### src/verilog/ccpmc_map.vh
// Register map, field positions and constants for the capture/compare mode control block
`ifndef CCPMC_MAP_VH
`define CCPMC_MAP_VH
// Register byte offsets (base, clear, set, invert aliases)
`define CCPMC_CON1_BASE 8'h00
`define CCPMC_CON2_BASE 8'h10
`define CCPMC_STAT_ADDR 8'h20
`define CCPMC_ALIAS_CLR 2'h1
`define CCPMC_ALIAS_SET 2'h2
`define CCPMC_ALIAS_INV 2'h3
// Writable bit masks (unimplemented bits stay zero)
`define CCPMC_CON1_MASK 32'hcfffbfff
`define CCPMC_CON2_MASK 32'hbfdfd0ff
`define CCPMC_CON1_RST 32'h00000000
`define CCPMC_CON2_RST 32'h01000000
// Control-one field positions
`define CCPMC_POSTSCALE_SOURCE_SEL 31
`define CCPMC_RTRG 30
`define CCPMC_OPS_HI 27
`define CCPMC_OPS_LO 24
`define CCPMC_TRIG 23
`define CCPMC_SHOT 22
`define CCPMC_ALTS 21
`define CCPMC_SYNC_HI 20
`define CCPMC_SYNC_LO 16
`define CCPMC_ON 15
`define CCPMC_STOP_IN_IDLE 13
`define CCPMC_SLP 12
`define CCPMC_TSYNC 11
`define CCPMC_CLK_HI 10
`define CCPMC_CLK_LO 8
`define CCPMC_PS_HI 7
`define CCPMC_PS_LO 6
`define CCPMC_T32 5
`define CCPMC_CAPTURE_SELECT 4
`define CCPMC_MOD_HI 3
`define CCPMC_MOD_LO 0
// Control-two capture source field
`define CCPMC_ICS_HI 18
`define CCPMC_ICS_LO 16
// Sync source codes
`define CCPMC_SYNC_NONE 5'h00
`define CCPMC_SYNC_FREE 5'h1f
`define CCPMC_SYNC_SELF 5'h01
`define CCPMC_SYNC_SIB_HI 5'h04
`define CCPMC_SYNC_INT_LO 5'h09
`define CCPMC_SYNC_INT_HI 5'h0d
`define CCPMC_SYNC_LC1 5'h10
`define CCPMC_SYNC_LC2 5'h11
`define CCPMC_SYNC_CMP1 5'h18
`define CCPMC_SYNC_CMP2 5'h19
`define CCPMC_SYNC_ADC 5'h1b
// Compare mode codes
`define CCPMC_MOD_TIMER 4'h0
`define CCPMC_MOD_HIGH 4'h1
`define CCPMC_MOD_LOW 4'h2
`define CCPMC_MOD_TOG 4'h3
`define CCPMC_MOD_DUAL 4'h4
`define CCPMC_MOD_EXT 4'hf
// Capture mode codes
`define CCPMC_CAP_EDGE 4'h0
`define CCPMC_CAP_RISE 4'h1
`define CCPMC_CAP_FALL 4'h2
`define CCPMC_CAP_BOTH 4'h3
`define CCPMC_CAP_R4 4'h4
`define CCPMC_CAP_R16 4'h5
// Counter limits
`define CCPMC_MAX16 32'h0000ffff
`define CCPMC_MAX32 32'hffffffff
`define CCPMC_ONE32 32'h00000001
`define CCPMC_ZERO32 32'h00000000
`define CCPMC_ONE4 4'h1
`define CCPMC_ZERO4 4'h0
`define CCPMC_ONE6 6'h01
`define CCPMC_ZERO6 6'h00
`define CCPMC_PS4 6'h03
`define CCPMC_PS16 6'h0f
`define CCPMC_PS64 6'h3f
`define CCPMC_CAP4 4'h3
`define CCPMC_CAP16 4'hf
`define CCPMC_SHOT_SCALE 3'h1
`define CCPMC_RESP_OK 2'h0
`define CCPMC_RESP_ERR 2'h2
`endif

### src/verilog/ccpmc_top.v
// Capture/compare/PWM mode and time-base control with AXI4-Lite registers
`timescale 1ns/1ps
// Functional notes
// Clear, set, invert aliases at +4,+8,+C
// Postscaler counts trigger or period events; code counts captures in capture mode, else rollovers, or rollovers with the sync output when selected
// Retrigger restarts time base while triggered
// Interrupt every N+1 matches or captures
// Software keeps postscale small in capture
// Triggered mode waits for sync source
// One-shot stops time base after count
// Sync output: alternate or rollover event
// Code all ones free-runs to maximum
// Code zero: roll at max or period
// Other codes reset on selected source
// Module enable gates selected mode
// Stop in idle halts module
// Sleep enable keeps module running
// Clock sync resamples time base clock
// Clock select picks time base source
// Prescale divides by 1,4,16,64
// Wide select uses 32-bit time base
// Capture select picks capture modes
// Capture codes choose capturing edges
// Compare codes drive high, low, toggle
// Dual edge, PWM, pulse modes provided
// External mode passes selected source
// Unimplemented bits read zero
`include "ccpmc_map.vh"
module ccpmc_top (
  // Clock and reset
  input wire aclk,
  input wire aresetn,
  // AXI4-Lite write address and data
  input wire [7:0] s_axi_awaddr,
  input wire s_axi_awvalid,
  output reg s_axi_awready,
  input wire [31:0] s_axi_wdata,
  input wire [3:0] s_axi_wstrb,
  input wire s_axi_wvalid,
  output reg s_axi_wready,
  // AXI4-Lite write response
  output reg [1:0] s_axi_bresp,
  output reg s_axi_bvalid,
  input wire s_axi_bready,
  // AXI4-Lite read
  input wire [7:0] s_axi_araddr,
  input wire s_axi_arvalid,
  output reg s_axi_arready,
  output reg [31:0] s_axi_rdata,
  output reg [1:0] s_axi_rresp,
  output reg s_axi_rvalid,
  input wire s_axi_rready,
  // Device power state
  input wire dev_idle,
  input wire dev_sleep,
  // Time base clock sources, sampled as levels
  input wire reference_clock_output,
  input wire secondary_oscillator,
  input wire logic_cell_clk,
  input wire ext_timer_clock_a,
  input wire ext_timer_clock_b,
  // Sync sources: [0] self, [1..3] siblings
  input wire [3:0] sib_sync_in,
  input wire [4:0] ext_int_in,
  input wire [1:0] comparator_in,
  input wire [1:0] logic_cell_in,
  input wire adc_start_in,
  input wire alt_sync_in,
  // Capture inputs and external sources
  input wire capture_pin,
  input wire [5:0] ext_source_in,
  input wire [31:0] period_val,
  input wire [31:0] compare_a_val,
  input wire [31:0] compare_b_val,
  // Outputs
  output reg [31:0] timebase_out,
  output reg compare_out,
  output reg sync_out,
  output reg capture_strobe,
  output reg postscale_event,
  output reg triggered_status_flag,
  output reg module_active
);
  // Control registers and status
  reg [31:0] con1_reg;
  reg [31:0] con2_reg;
  reg [31:0] tmr_reg;
  reg [5:0] ps_reg;
  reg [3:0] ops_cnt_reg;
  reg [3:0] cap_cnt_reg;
  reg [2:0] shot_reg;
  reg clk_sync_reg;
  reg clk_prev_reg;
  reg cap_prev_reg;
  // Bus slave holding registers
  reg aw_hold_reg;
  reg w_hold_reg;
  reg [7:0] awaddr_reg;
  reg [31:0] wdata_reg;
  reg [3:0] wstrb_reg;

  // Field views
  wire [3:0] mode_sel = con1_reg[`CCPMC_MOD_HI:`CCPMC_MOD_LO];
  wire [4:0] sync_sel = con1_reg[`CCPMC_SYNC_HI:`CCPMC_SYNC_LO];
  wire [2:0] clk_sel = con1_reg[`CCPMC_CLK_HI:`CCPMC_CLK_LO];
  wire [1:0] ps_sel = con1_reg[`CCPMC_PS_HI:`CCPMC_PS_LO];
  wire [3:0] ops_sel = con1_reg[`CCPMC_OPS_HI:`CCPMC_OPS_LO];
  wire [2:0] ics_sel = con2_reg[`CCPMC_ICS_HI:`CCPMC_ICS_LO];
  wire cap_mode = con1_reg[`CCPMC_CAPTURE_SELECT];

  // Byte-lane merge with alias operation
  function [31:0] alias_apply;
    input [31:0] cur;
    input [31:0] wd;
    input [3:0] strb;
    input [1:0] op;
    input [31:0] mask;
    reg [31:0] bm;
    reg [31:0] res;
    begin
      bm = {{8{strb[3]}}, {8{strb[2]}}, {8{strb[1]}}, {8{strb[0]}}} & wd;
      case (op)
        `CCPMC_ALIAS_CLR: res = cur & ~bm;
        `CCPMC_ALIAS_SET: res = cur | bm;
        `CCPMC_ALIAS_INV: res = cur ^ bm;
        default:
          res = (cur & ~{{8{strb[3]}}, {8{strb[2]}}, {8{strb[1]}}, {8{strb[0]}}}) | bm;
      endcase
      alias_apply = res & mask;
    end
  endfunction

  // Runs only when enabled and not halted by power state
  wire run = con1_reg[`CCPMC_ON] & ~(dev_idle & con1_reg[`CCPMC_STOP_IN_IDLE])
    & ~(dev_sleep & ~con1_reg[`CCPMC_SLP]); // see see

  // Clock source mux
  reg src_clk;
  always @*
  begin
    case (clk_sel)
      3'h0: src_clk = 1'b1;
      3'h1: src_clk = reference_clock_output;
      3'h2: src_clk = secondary_oscillator;
      3'h3: src_clk = logic_cell_clk;
      3'h6: src_clk = ext_timer_clock_b;
      3'h7: src_clk = ext_timer_clock_a;
      default: src_clk = 1'b0; // Reserved: no ticks
    endcase
  end

  // Rising edge of the selected source; sync adds a stage of latency
  wire src_lvl = con1_reg[`CCPMC_TSYNC] ? clk_sync_reg : src_clk;
  wire src_tick = (clk_sel == 3'h0) ? 1'b1 : (src_lvl & ~clk_prev_reg);

  // Prescale terminal count
  reg [5:0] ps_term;
  always @*
  begin
    case (ps_sel)
      2'h1: ps_term = `CCPMC_PS4;
      2'h2: ps_term = `CCPMC_PS16;
      2'h3: ps_term = `CCPMC_PS64;
      default: ps_term = `CCPMC_ZERO6;
    endcase
  end
  wire tb_tick = run & src_tick & (ps_reg == ps_term);

  // Synchronisation source select
  reg sync_hit;
  always @*
  begin
    sync_hit = 1'b0;
    if (sync_sel >= `CCPMC_SYNC_SELF && sync_sel <= `CCPMC_SYNC_SIB_HI)
      sync_hit = sib_sync_in[sync_sel[1:0] - 2'h1];
    else if (sync_sel >= `CCPMC_SYNC_INT_LO && sync_sel <= `CCPMC_SYNC_INT_HI)
      sync_hit = ext_int_in[sync_sel[2:0] - 3'h1];
    else if (sync_sel == `CCPMC_SYNC_LC1)
      sync_hit = logic_cell_in[0];
    else if (sync_sel == `CCPMC_SYNC_LC2)
      sync_hit = logic_cell_in[1];
    else if (sync_sel == `CCPMC_SYNC_CMP1)
      sync_hit = comparator_in[0];
    else if (sync_sel == `CCPMC_SYNC_CMP2)
      sync_hit = comparator_in[1];
    else if (sync_sel == `CCPMC_SYNC_ADC)
      sync_hit = adc_start_in;
  end

  // Rollover point: free-run ignores the period
  wire [31:0] tmax = con1_reg[`CCPMC_T32] ? `CCPMC_MAX32 : `CCPMC_MAX16;
  wire at_max = (tmr_reg == tmax);
  wire at_per = (tmr_reg == period_val) & (sync_sel != `CCPMC_SYNC_FREE);
  wire roll = tb_tick & (at_max | at_per);
  wire trig_mode = con1_reg[`CCPMC_TRIG];
  // Retrigger only honoured with retrigger enable
  wire trig_start = trig_mode & sync_hit
    & (~triggered_status_flag | con1_reg[`CCPMC_RTRG]); // see
  wire sync_reset = ~trig_mode & sync_hit;
  wire counting = trig_mode ? triggered_status_flag : 1'b1;

  // Capture edge detection
  wire rise = capture_pin & ~cap_prev_reg;
  wire fall = ~capture_pin & cap_prev_reg;
  reg cap_ev;
  reg [3:0] cap_div;
  always @*
  begin
    cap_div = `CCPMC_ZERO4;
    case (mode_sel)
      `CCPMC_CAP_EDGE, `CCPMC_CAP_BOTH: cap_ev = rise | fall;
      `CCPMC_CAP_RISE: cap_ev = rise;
      `CCPMC_CAP_FALL: cap_ev = fall;
      `CCPMC_CAP_R4:
      begin
        cap_ev = rise;
        cap_div = `CCPMC_CAP4;
      end
      `CCPMC_CAP_R16:
      begin
        cap_ev = rise;
        cap_div = `CCPMC_CAP16;
      end
      default: cap_ev = 1'b0; // Reserved codes capture nothing
    endcase
  end
  wire cap_fire = run & cap_mode & cap_ev & (cap_cnt_reg == cap_div);

  // Postscaler input: captures, or rollovers (gated by the sync output when source select is set)
  wire sync_out_next = con1_reg[`CCPMC_ALTS] ? alt_sync_in : roll;
  wire ps_src_ev = cap_mode ? cap_fire
    : (con1_reg[`CCPMC_POSTSCALE_SOURCE_SEL] ? (roll & sync_out_next) : roll);

  // Compare output next value
  reg cmp_next;
  always @*
  begin
    cmp_next = compare_out;
    if (!run || cap_mode)
      cmp_next = 1'b0;
    else
    begin
      case (mode_sel) // see
        `CCPMC_MOD_TIMER: cmp_next = 1'b0;
        `CCPMC_MOD_HIGH: if (tmr_reg == compare_a_val) cmp_next = 1'b1;
        `CCPMC_MOD_LOW: if (tmr_reg == compare_a_val) cmp_next = 1'b0;
        `CCPMC_MOD_TOG: if (tb_tick && tmr_reg == compare_a_val) cmp_next = ~compare_out;
        4'h4, 4'h5, 4'h6: cmp_next = (tmr_reg >= compare_a_val) & (tmr_reg < compare_b_val);
        4'h7: if (tb_tick && tmr_reg == compare_a_val) cmp_next = ~compare_out;
        `CCPMC_MOD_EXT: cmp_next = ext_source_in[ics_sel];
        default: cmp_next = 1'b0; // Reserved
      endcase
    end
  end

  // Time base, prescaler, trigger and postscaler
  always @(posedge aclk)
  begin
    if (!aresetn)
    begin
      tmr_reg <= `CCPMC_ZERO32;
      ps_reg <= `CCPMC_ZERO6;
      ops_cnt_reg <= `CCPMC_ZERO4;
      cap_cnt_reg <= `CCPMC_ZERO4;
      shot_reg <= 3'h0;
      clk_sync_reg <= 1'b0;
      clk_prev_reg <= 1'b0;
      cap_prev_reg <= 1'b0;
      triggered_status_flag <= 1'b0;
      timebase_out <= `CCPMC_ZERO32;
      compare_out <= 1'b0;
      sync_out <= 1'b0;
      capture_strobe <= 1'b0;
      postscale_event <= 1'b0;
      module_active <= 1'b0;
    end
    else
    begin
      clk_sync_reg <= src_clk;
      clk_prev_reg <= src_lvl;
      cap_prev_reg <= capture_pin;
      module_active <= run;
      // Prescaler advances on every source edge while running
      if (run && src_tick)
        ps_reg <= (ps_reg == ps_term) ? `CCPMC_ZERO6 : ps_reg + `CCPMC_ONE6;
      // Trigger start beats a one-shot expiry
      if (!run)
        triggered_status_flag <= 1'b0;
      else if (trig_start)
      begin
        triggered_status_flag <= 1'b1;
        shot_reg <= con2_reg[29:27];
      end
      else if (roll && con1_reg[`CCPMC_SHOT] && triggered_status_flag)
      begin
        // One-shot: trigger lasts count+1 periods, then stops
        if (shot_reg == 3'h0)
          triggered_status_flag <= 1'b0;
        else
          shot_reg <= shot_reg - `CCPMC_SHOT_SCALE;
      end
      // Counter
      if (!run || trig_start || sync_reset)
        tmr_reg <= `CCPMC_ZERO32;
      else if (tb_tick && counting)
        tmr_reg <= roll ? `CCPMC_ZERO32 : tmr_reg + `CCPMC_ONE32;
      // Capture prescaler for every 4th/16th edge
      if (!run || !cap_mode)
        cap_cnt_reg <= `CCPMC_ZERO4;
      else if (cap_ev)
        cap_cnt_reg <= (cap_cnt_reg == cap_div) ? `CCPMC_ZERO4 : cap_cnt_reg + `CCPMC_ONE4;
      // Interrupt postscaler: fire every N+1 source events
      postscale_event <= 1'b0;
      if (!run)
        ops_cnt_reg <= `CCPMC_ZERO4;
      else if (ps_src_ev)
      begin
        if (ops_cnt_reg >= ops_sel)
        begin
          ops_cnt_reg <= `CCPMC_ZERO4;
          postscale_event <= 1'b1;
        end
        else
          ops_cnt_reg <= ops_cnt_reg + `CCPMC_ONE4;
      end
      capture_strobe <= cap_fire;
      sync_out <= run & sync_out_next;
      compare_out <= cmp_next;
      timebase_out <= con1_reg[`CCPMC_T32] ? tmr_reg : {16'h0000, tmr_reg[15:0]};
    end
  end

  // AXI4-Lite write path: address and data in either order
  wire wr_go = aw_hold_reg & w_hold_reg & ~s_axi_bvalid;
  wire [7:0] wbase = {awaddr_reg[7:4], 4'h0};
  wire [1:0] wop = awaddr_reg[3:2];
  always @(posedge aclk)
  begin
    if (!aresetn)
    begin
      con1_reg <= `CCPMC_CON1_RST;
      con2_reg <= `CCPMC_CON2_RST;
      aw_hold_reg <= 1'b0;
      w_hold_reg <= 1'b0;
      awaddr_reg <= 8'h00;
      wdata_reg <= `CCPMC_ZERO32;
      wstrb_reg <= 4'h0;
      s_axi_awready <= 1'b0;
      s_axi_wready <= 1'b0;
      s_axi_bvalid <= 1'b0;
      s_axi_bresp <= `CCPMC_RESP_OK;
    end
    else
    begin
      s_axi_awready <= ~aw_hold_reg & ~s_axi_awready & s_axi_awvalid;
      s_axi_wready <= ~w_hold_reg & ~s_axi_wready & s_axi_wvalid;
      if (s_axi_awvalid && s_axi_awready)
      begin
        aw_hold_reg <= 1'b1;
        awaddr_reg <= s_axi_awaddr;
      end
      if (s_axi_wvalid && s_axi_wready)
      begin
        w_hold_reg <= 1'b1;
        wdata_reg <= s_axi_wdata;
        wstrb_reg <= s_axi_wstrb;
      end
      if (wr_go)
      begin
        aw_hold_reg <= 1'b0;
        w_hold_reg <= 1'b0;
        s_axi_bvalid <= 1'b1;
        s_axi_bresp <= `CCPMC_RESP_OK;
        if (wbase == `CCPMC_CON1_BASE)
          con1_reg <= alias_apply(con1_reg, wdata_reg, wstrb_reg, wop, `CCPMC_CON1_MASK);
        else if (wbase == `CCPMC_CON2_BASE)
          con2_reg <= alias_apply(con2_reg, wdata_reg, wstrb_reg, wop, `CCPMC_CON2_MASK);
        else if (awaddr_reg != `CCPMC_STAT_ADDR)
          s_axi_bresp <= `CCPMC_RESP_ERR; // Unmapped address
      end
      else if (s_axi_bvalid && s_axi_bready)
        s_axi_bvalid <= 1'b0;
    end
  end

  // AXI4-Lite read path; aliases read back the base register
  wire [7:0] rbase = {s_axi_araddr[7:4], 4'h0};
  always @(posedge aclk)
  begin
    if (!aresetn)
    begin
      s_axi_arready <= 1'b0;
      s_axi_rvalid <= 1'b0;
      s_axi_rdata <= `CCPMC_ZERO32;
      s_axi_rresp <= `CCPMC_RESP_OK;
    end
    else
    begin
      s_axi_arready <= ~s_axi_arready & ~s_axi_rvalid & s_axi_arvalid;
      if (s_axi_arvalid && s_axi_arready)
      begin
        s_axi_rvalid <= 1'b1;
        s_axi_rresp <= `CCPMC_RESP_OK;
        if (rbase == `CCPMC_CON1_BASE)
          s_axi_rdata <= con1_reg;
        else if (rbase == `CCPMC_CON2_BASE)
          s_axi_rdata <= con2_reg;
        else if (s_axi_araddr == `CCPMC_STAT_ADDR)
          s_axi_rdata <= {26'h0, module_active, ops_cnt_reg[0], triggered_status_flag,
            compare_out, sync_out, capture_strobe};
        else
        begin
          s_axi_rdata <= `CCPMC_ZERO32;
          s_axi_rresp <= `CCPMC_RESP_ERR;
        end
      end
      else if (s_axi_rvalid && s_axi_rready)
        s_axi_rvalid <= 1'b0;
    end
  end
endmodule // ccpmc_top

### config.mk
export PLATFORM = sky130hd
export DESIGN_NAME = ccpmc_top
export DESIGN_NICKNAME = d
export VERILOG_FILES = /design/src/verilog/ccpmc_top.v
export VERILOG_INCLUDE_DIRS = /design/src /design/src/verilog
export SDC_FILE = /design/constraint.sdc
export NUM_CORES = 1
export LEC_CHECK = 0
export ABC_AREA = 1
export BUFFER_PORTS_ARGS = -buffer_cell sky130_fd_sc_hd__clkbuf_2
export CORE_UTILIZATION = 30
export DETAILED_ROUTE_END_ITERATION = 12
export GPL_TIMING_DRIVEN = 1
export HOLD_SLACK_MARGIN = 0.03
export PLACE_DENSITY_LB_ADDON = 0.3
export SYNTH_ARGS = -nofsm -noshare
export SYNTH_HDL_FRONTEND = slang
export SYNTH_SLANG_ARGS = --single-unit
### constraint.sdc
create_clock -name aclk -period 2.39 [get_ports aclk]
set_input_delay 0.1195 -clock aclk [delete_from_list [all_inputs] [get_ports aclk]]
set_output_delay 0.1195 -clock aclk [all_outputs]
set_load 0.02 [all_outputs]
==> summary.txt <==
Status
  – Status: finished, final reports clean

Power and ir drop
  – Max IR drop VDD: 0.539 mV
  – Pwr dens: 521 nW/um2
  – Leak Pwr: 8.38 nW

GRT
  – Total grt overflow: 0
  – Largest net degree at the start of global routing: 125
  – Initial antenna violation count: 0
  – Number of global-route vias before repair: 14700
  – GRT Total Usage: 20.2%
  – First-pass GRT wire length: 80200 um

Setup path
  – Slowest cell delay on critical path: 380 ps
  – R2r worst-path depth: 12
  – Crit. End Element: register
  – Worst Path Buf+Inv: 3
  – Delay-heaviest family, CP: simple AND/OR/NAND/NOR gates
  – Startpoint type of the worst setup path: register
  – R2R Setup Slk: 170 ps
  – Path type of the worst setup path: register to register
  – RR Endpoint: tmr_reg[29]
  – Slowest cell on crit path: dfxtp_1
  – Critical Path AT: 2670 ps
  – Worst endpoint required time: 2840 ps
  – Most frequent CP cell: nand3_1
  – CP max FO: 19
  – Cell Chain, Critical Path: inv_1 -> ha_1 -> inv_1 -> nand3_1 -> nand3_1 -> o21ai_1 -> nand2_1 -> nand3b_4 -> nand3_1 -> nand2_1 -> buf_4 -> a21oi_1

Cells and area
  – Area of the multi-input gates: 8810 um2
  – Area growth syn-to-layout: 27.1%
  – Utilization after layout: 39.0%
  – Reg area: 4590 um2
  – Ant. Diodes: 0
  – # nets final: 2790
  – Share of layout cells above drive strength 1: 17.7%
  – Filler Cell Count: 4967
  – Non-filler cells, final: 3098

CTS
  – Total clock sinks: 229
  – CTS tree: yes
  – Maximum root-to-sink buffer count: 3
  – Clk slew on worst S/H paths: 70 ps
  – Cts bufs inserted: 30
  – Clock network latency to the later pin of the worst-skew pair: 600 ps
  – CTS root buffer: clkbuf_16
  – H-tree depth: 1

Timing
  – Setup TNS: 0 ps
  – Maximum clock rate: 450 MHz
  – Worst Max-Slew Pin Slew: 1050 ps
  – Final Setup Violations: 0
  – Max-slew headroom: 30.0%
  – Endpoints failing hold: 0
  – Clock Skew: 37.4 ps
  – Setup WS post-layout: 168 ps
  – RSZ-0062 raised after global routing: no
  – Final period util: 93.0%
  – Final Critical Period: 2220 ps
  – Max-slew violation count: 0

Place
  – Placed cell count: 2984
  – Pre-CTS WS: 58.8 ps
  – I/O Buffers: 260
  – DP Wirelength: 38500 um
  – RD Place Congestion: 0.893

Synth
  – Synth warn: 0
  – Number of flops mapped to enable cells by yosys: 0
  – Post-synth cell types: 53
  – Post-synthesis sequential area ratio: 31.0%
  – #FFs+latches synth: 229
  – Cells after Synth: 2091
  – Largest cells by area after synthesis: dfxtp_1, ha_1, nand2_1
  – Cell area after synthesis: 14800 um2
  – Post-synth top flop: dfxtp_1
  – Synthesized area per cell: 7.07 um2
  – Share of the synthesized area in the top cell type: 31.0%
  – Area leader, netlist: dfxtp_1
  – Ys async rst share: 0%

Routing
  – First-pass DRT Iterations: 7
  – Initial DRC Count: 864
  – WL/cell: 16.6 um
  – Vias: 15000
  – Post-route ant nets: 0
  – Via/cell ratio: 4.86
  – Final wirelength: 51400 um
  – # DRC: 0

Min path
  – WHS Endpoint: s_axi_rresp[1]
  – Min-delay src: s_axi_araddr[6]
  – Hold Crit Class: input pin to register
  – Worst Hold Path Cells: 7

Floorplanning
  – Io pins: 263
  – Core footprint: 48100 um2
  – Row count: 80
  – Die height: 224 um
  – Initial Utilization: 30.7%
  – Die area: 50200 um2
  – Die width: 224 um

Job
  – Max Cap Violations: 0
-- tightest hold or removal path: stages --
cell and delay [ps]:
clkbuf_2 70, nor2_1 30, inv_1 60, nor2_1 70, nor3_1 170, a21oi_1 60, nor2_1 70
-- placed cells by master (no fill, tap or decap), types with 24 or more instances in the layout --
master,instances
ha_1,187
nor2_1,254
nand3_1,56
a21oi_1,150
dlygate4sd3_1,57
buf_4,48
nand2_1,358
clkbuf_16,30
inv_1,274
o21ai_0,225
nand4_1,24
clkbuf_2,259
dfxtp_1,226
a211oi_1,42
nor3_1,41
-- metrics by stage --
step	hold slack, ps	instance area, um2	power (mW)
finish	69.3	18800	9.79
global route	71.6	18800	10.1
CTS	43.5	18700	9.91
detailed placement	350	17100	4.79
global placement	342	17100	4.78
floorplan	213	14800	4.41
-- how the worst max path moves through the flow --
| stage | end | from | cells past startpoint | slack [ps] |
|---|---|---|---|---|
| 6_report | tmr_reg[29] | register | 12 | 170 |
| 3_5_place_dp | compare_out | tmr_reg[29] | 10 | 60 |
| 4_1_cts | shot_reg[2] | register | 9 | 40 |
| 3_3_place_gp | compare_out | tmr_reg[28] | 13 | 90 |
| 2_1_floorplan | shot_reg[2] | register | 9 | 380 |
| 5_1_grt | compare_out | tmr_reg[23] | 13 | 4 |
-- synth_stat cells, types with 2 or more instances --
cell       instances
o211ai_1           5
o22ai_1            2
o21ai_1            3
a22oi_1            6
clkbuf_1          55
or2_2              5
dfxtp_1          229
nand3_2            5
nand2_2            7
buf_6              3
a31oi_1            5
inv_2             12
buf_2              7
nor4_1             6
clkbuf_2           3
nand3b_1           7
xnor2_1           22
xor2_1            17
a221oi_1           7
nand4_1           24
buf_4              8
nor2_2             5
o221ai_1          16
inv_1            274
a2111oi_0          7
nand3_1           59
nor2_4             2
nor3_2             5
o21ai_0          225
ha_1             187
a21oi_1          150
nor2_1           257
nor3_1            41
nand2_1          359
a21oi_2            5
a211oi_1          42
buf_1              2
and3_1             2
-- area by class of cell --
| class | instances | area share [%] |
|---|---|---|
| clock buffers | 34 | 4.23 |
| clock inverters | 21 | 1.58 |
| inverters | 287 | 5.75 |
| multi-input cells | 1498 | 46.9 |
| flip-flops and latches | 229 | 24.4 |
| well taps | 656 | 4.37 |
| repair buffers | 373 | 12.8 |
-- logic make-up after synthesis --
family                     synth area share (%)
AOI/OAI and AO/OA                          18.3
xor gates and xnor gates                   2.31
buffers and inverters                      9.71
other                                    0.0254
DFF                                        31.0
and+or+nand+nor                            22.9
adders and majority gates                  15.8
-- report_power, final --
| group | total (mW) | switching, mW | internal, mW |
|---|---|---|---|
| clock | 5.02 | 1.97 | 3.05 |
| combinational | 0.825 | 0.472 | 0.353 |
| sequential | 3.95 | 0.0542 | 3.89 |
| total | 9.79 | 2.49 | 7.30 |
-- routing by layer --
| layer | vias up | part of all wire (%) | global-route usage (%) |
|---|---|---|---|
| met5 | - | 0 | 0 |
| met4 | 0 | 2.0 | 4.37 |
| met3 | 66 | 5.0 | 2.54 |
| met2 | 444 | 49 | 36.6 |
| met1 | 6985 | 44 | 25.5 |
| li1 | 7553 | - | - |
-- timing repair --
item	in CTS	in global routing
endpoints found under the setup margin	0	40
buffers inserted	0	2
resized for setup	0	13
hold buffers	57	0
endpoints found under the hold margin	70	0
Note: power is estimated with default switching activity, not from simulation.
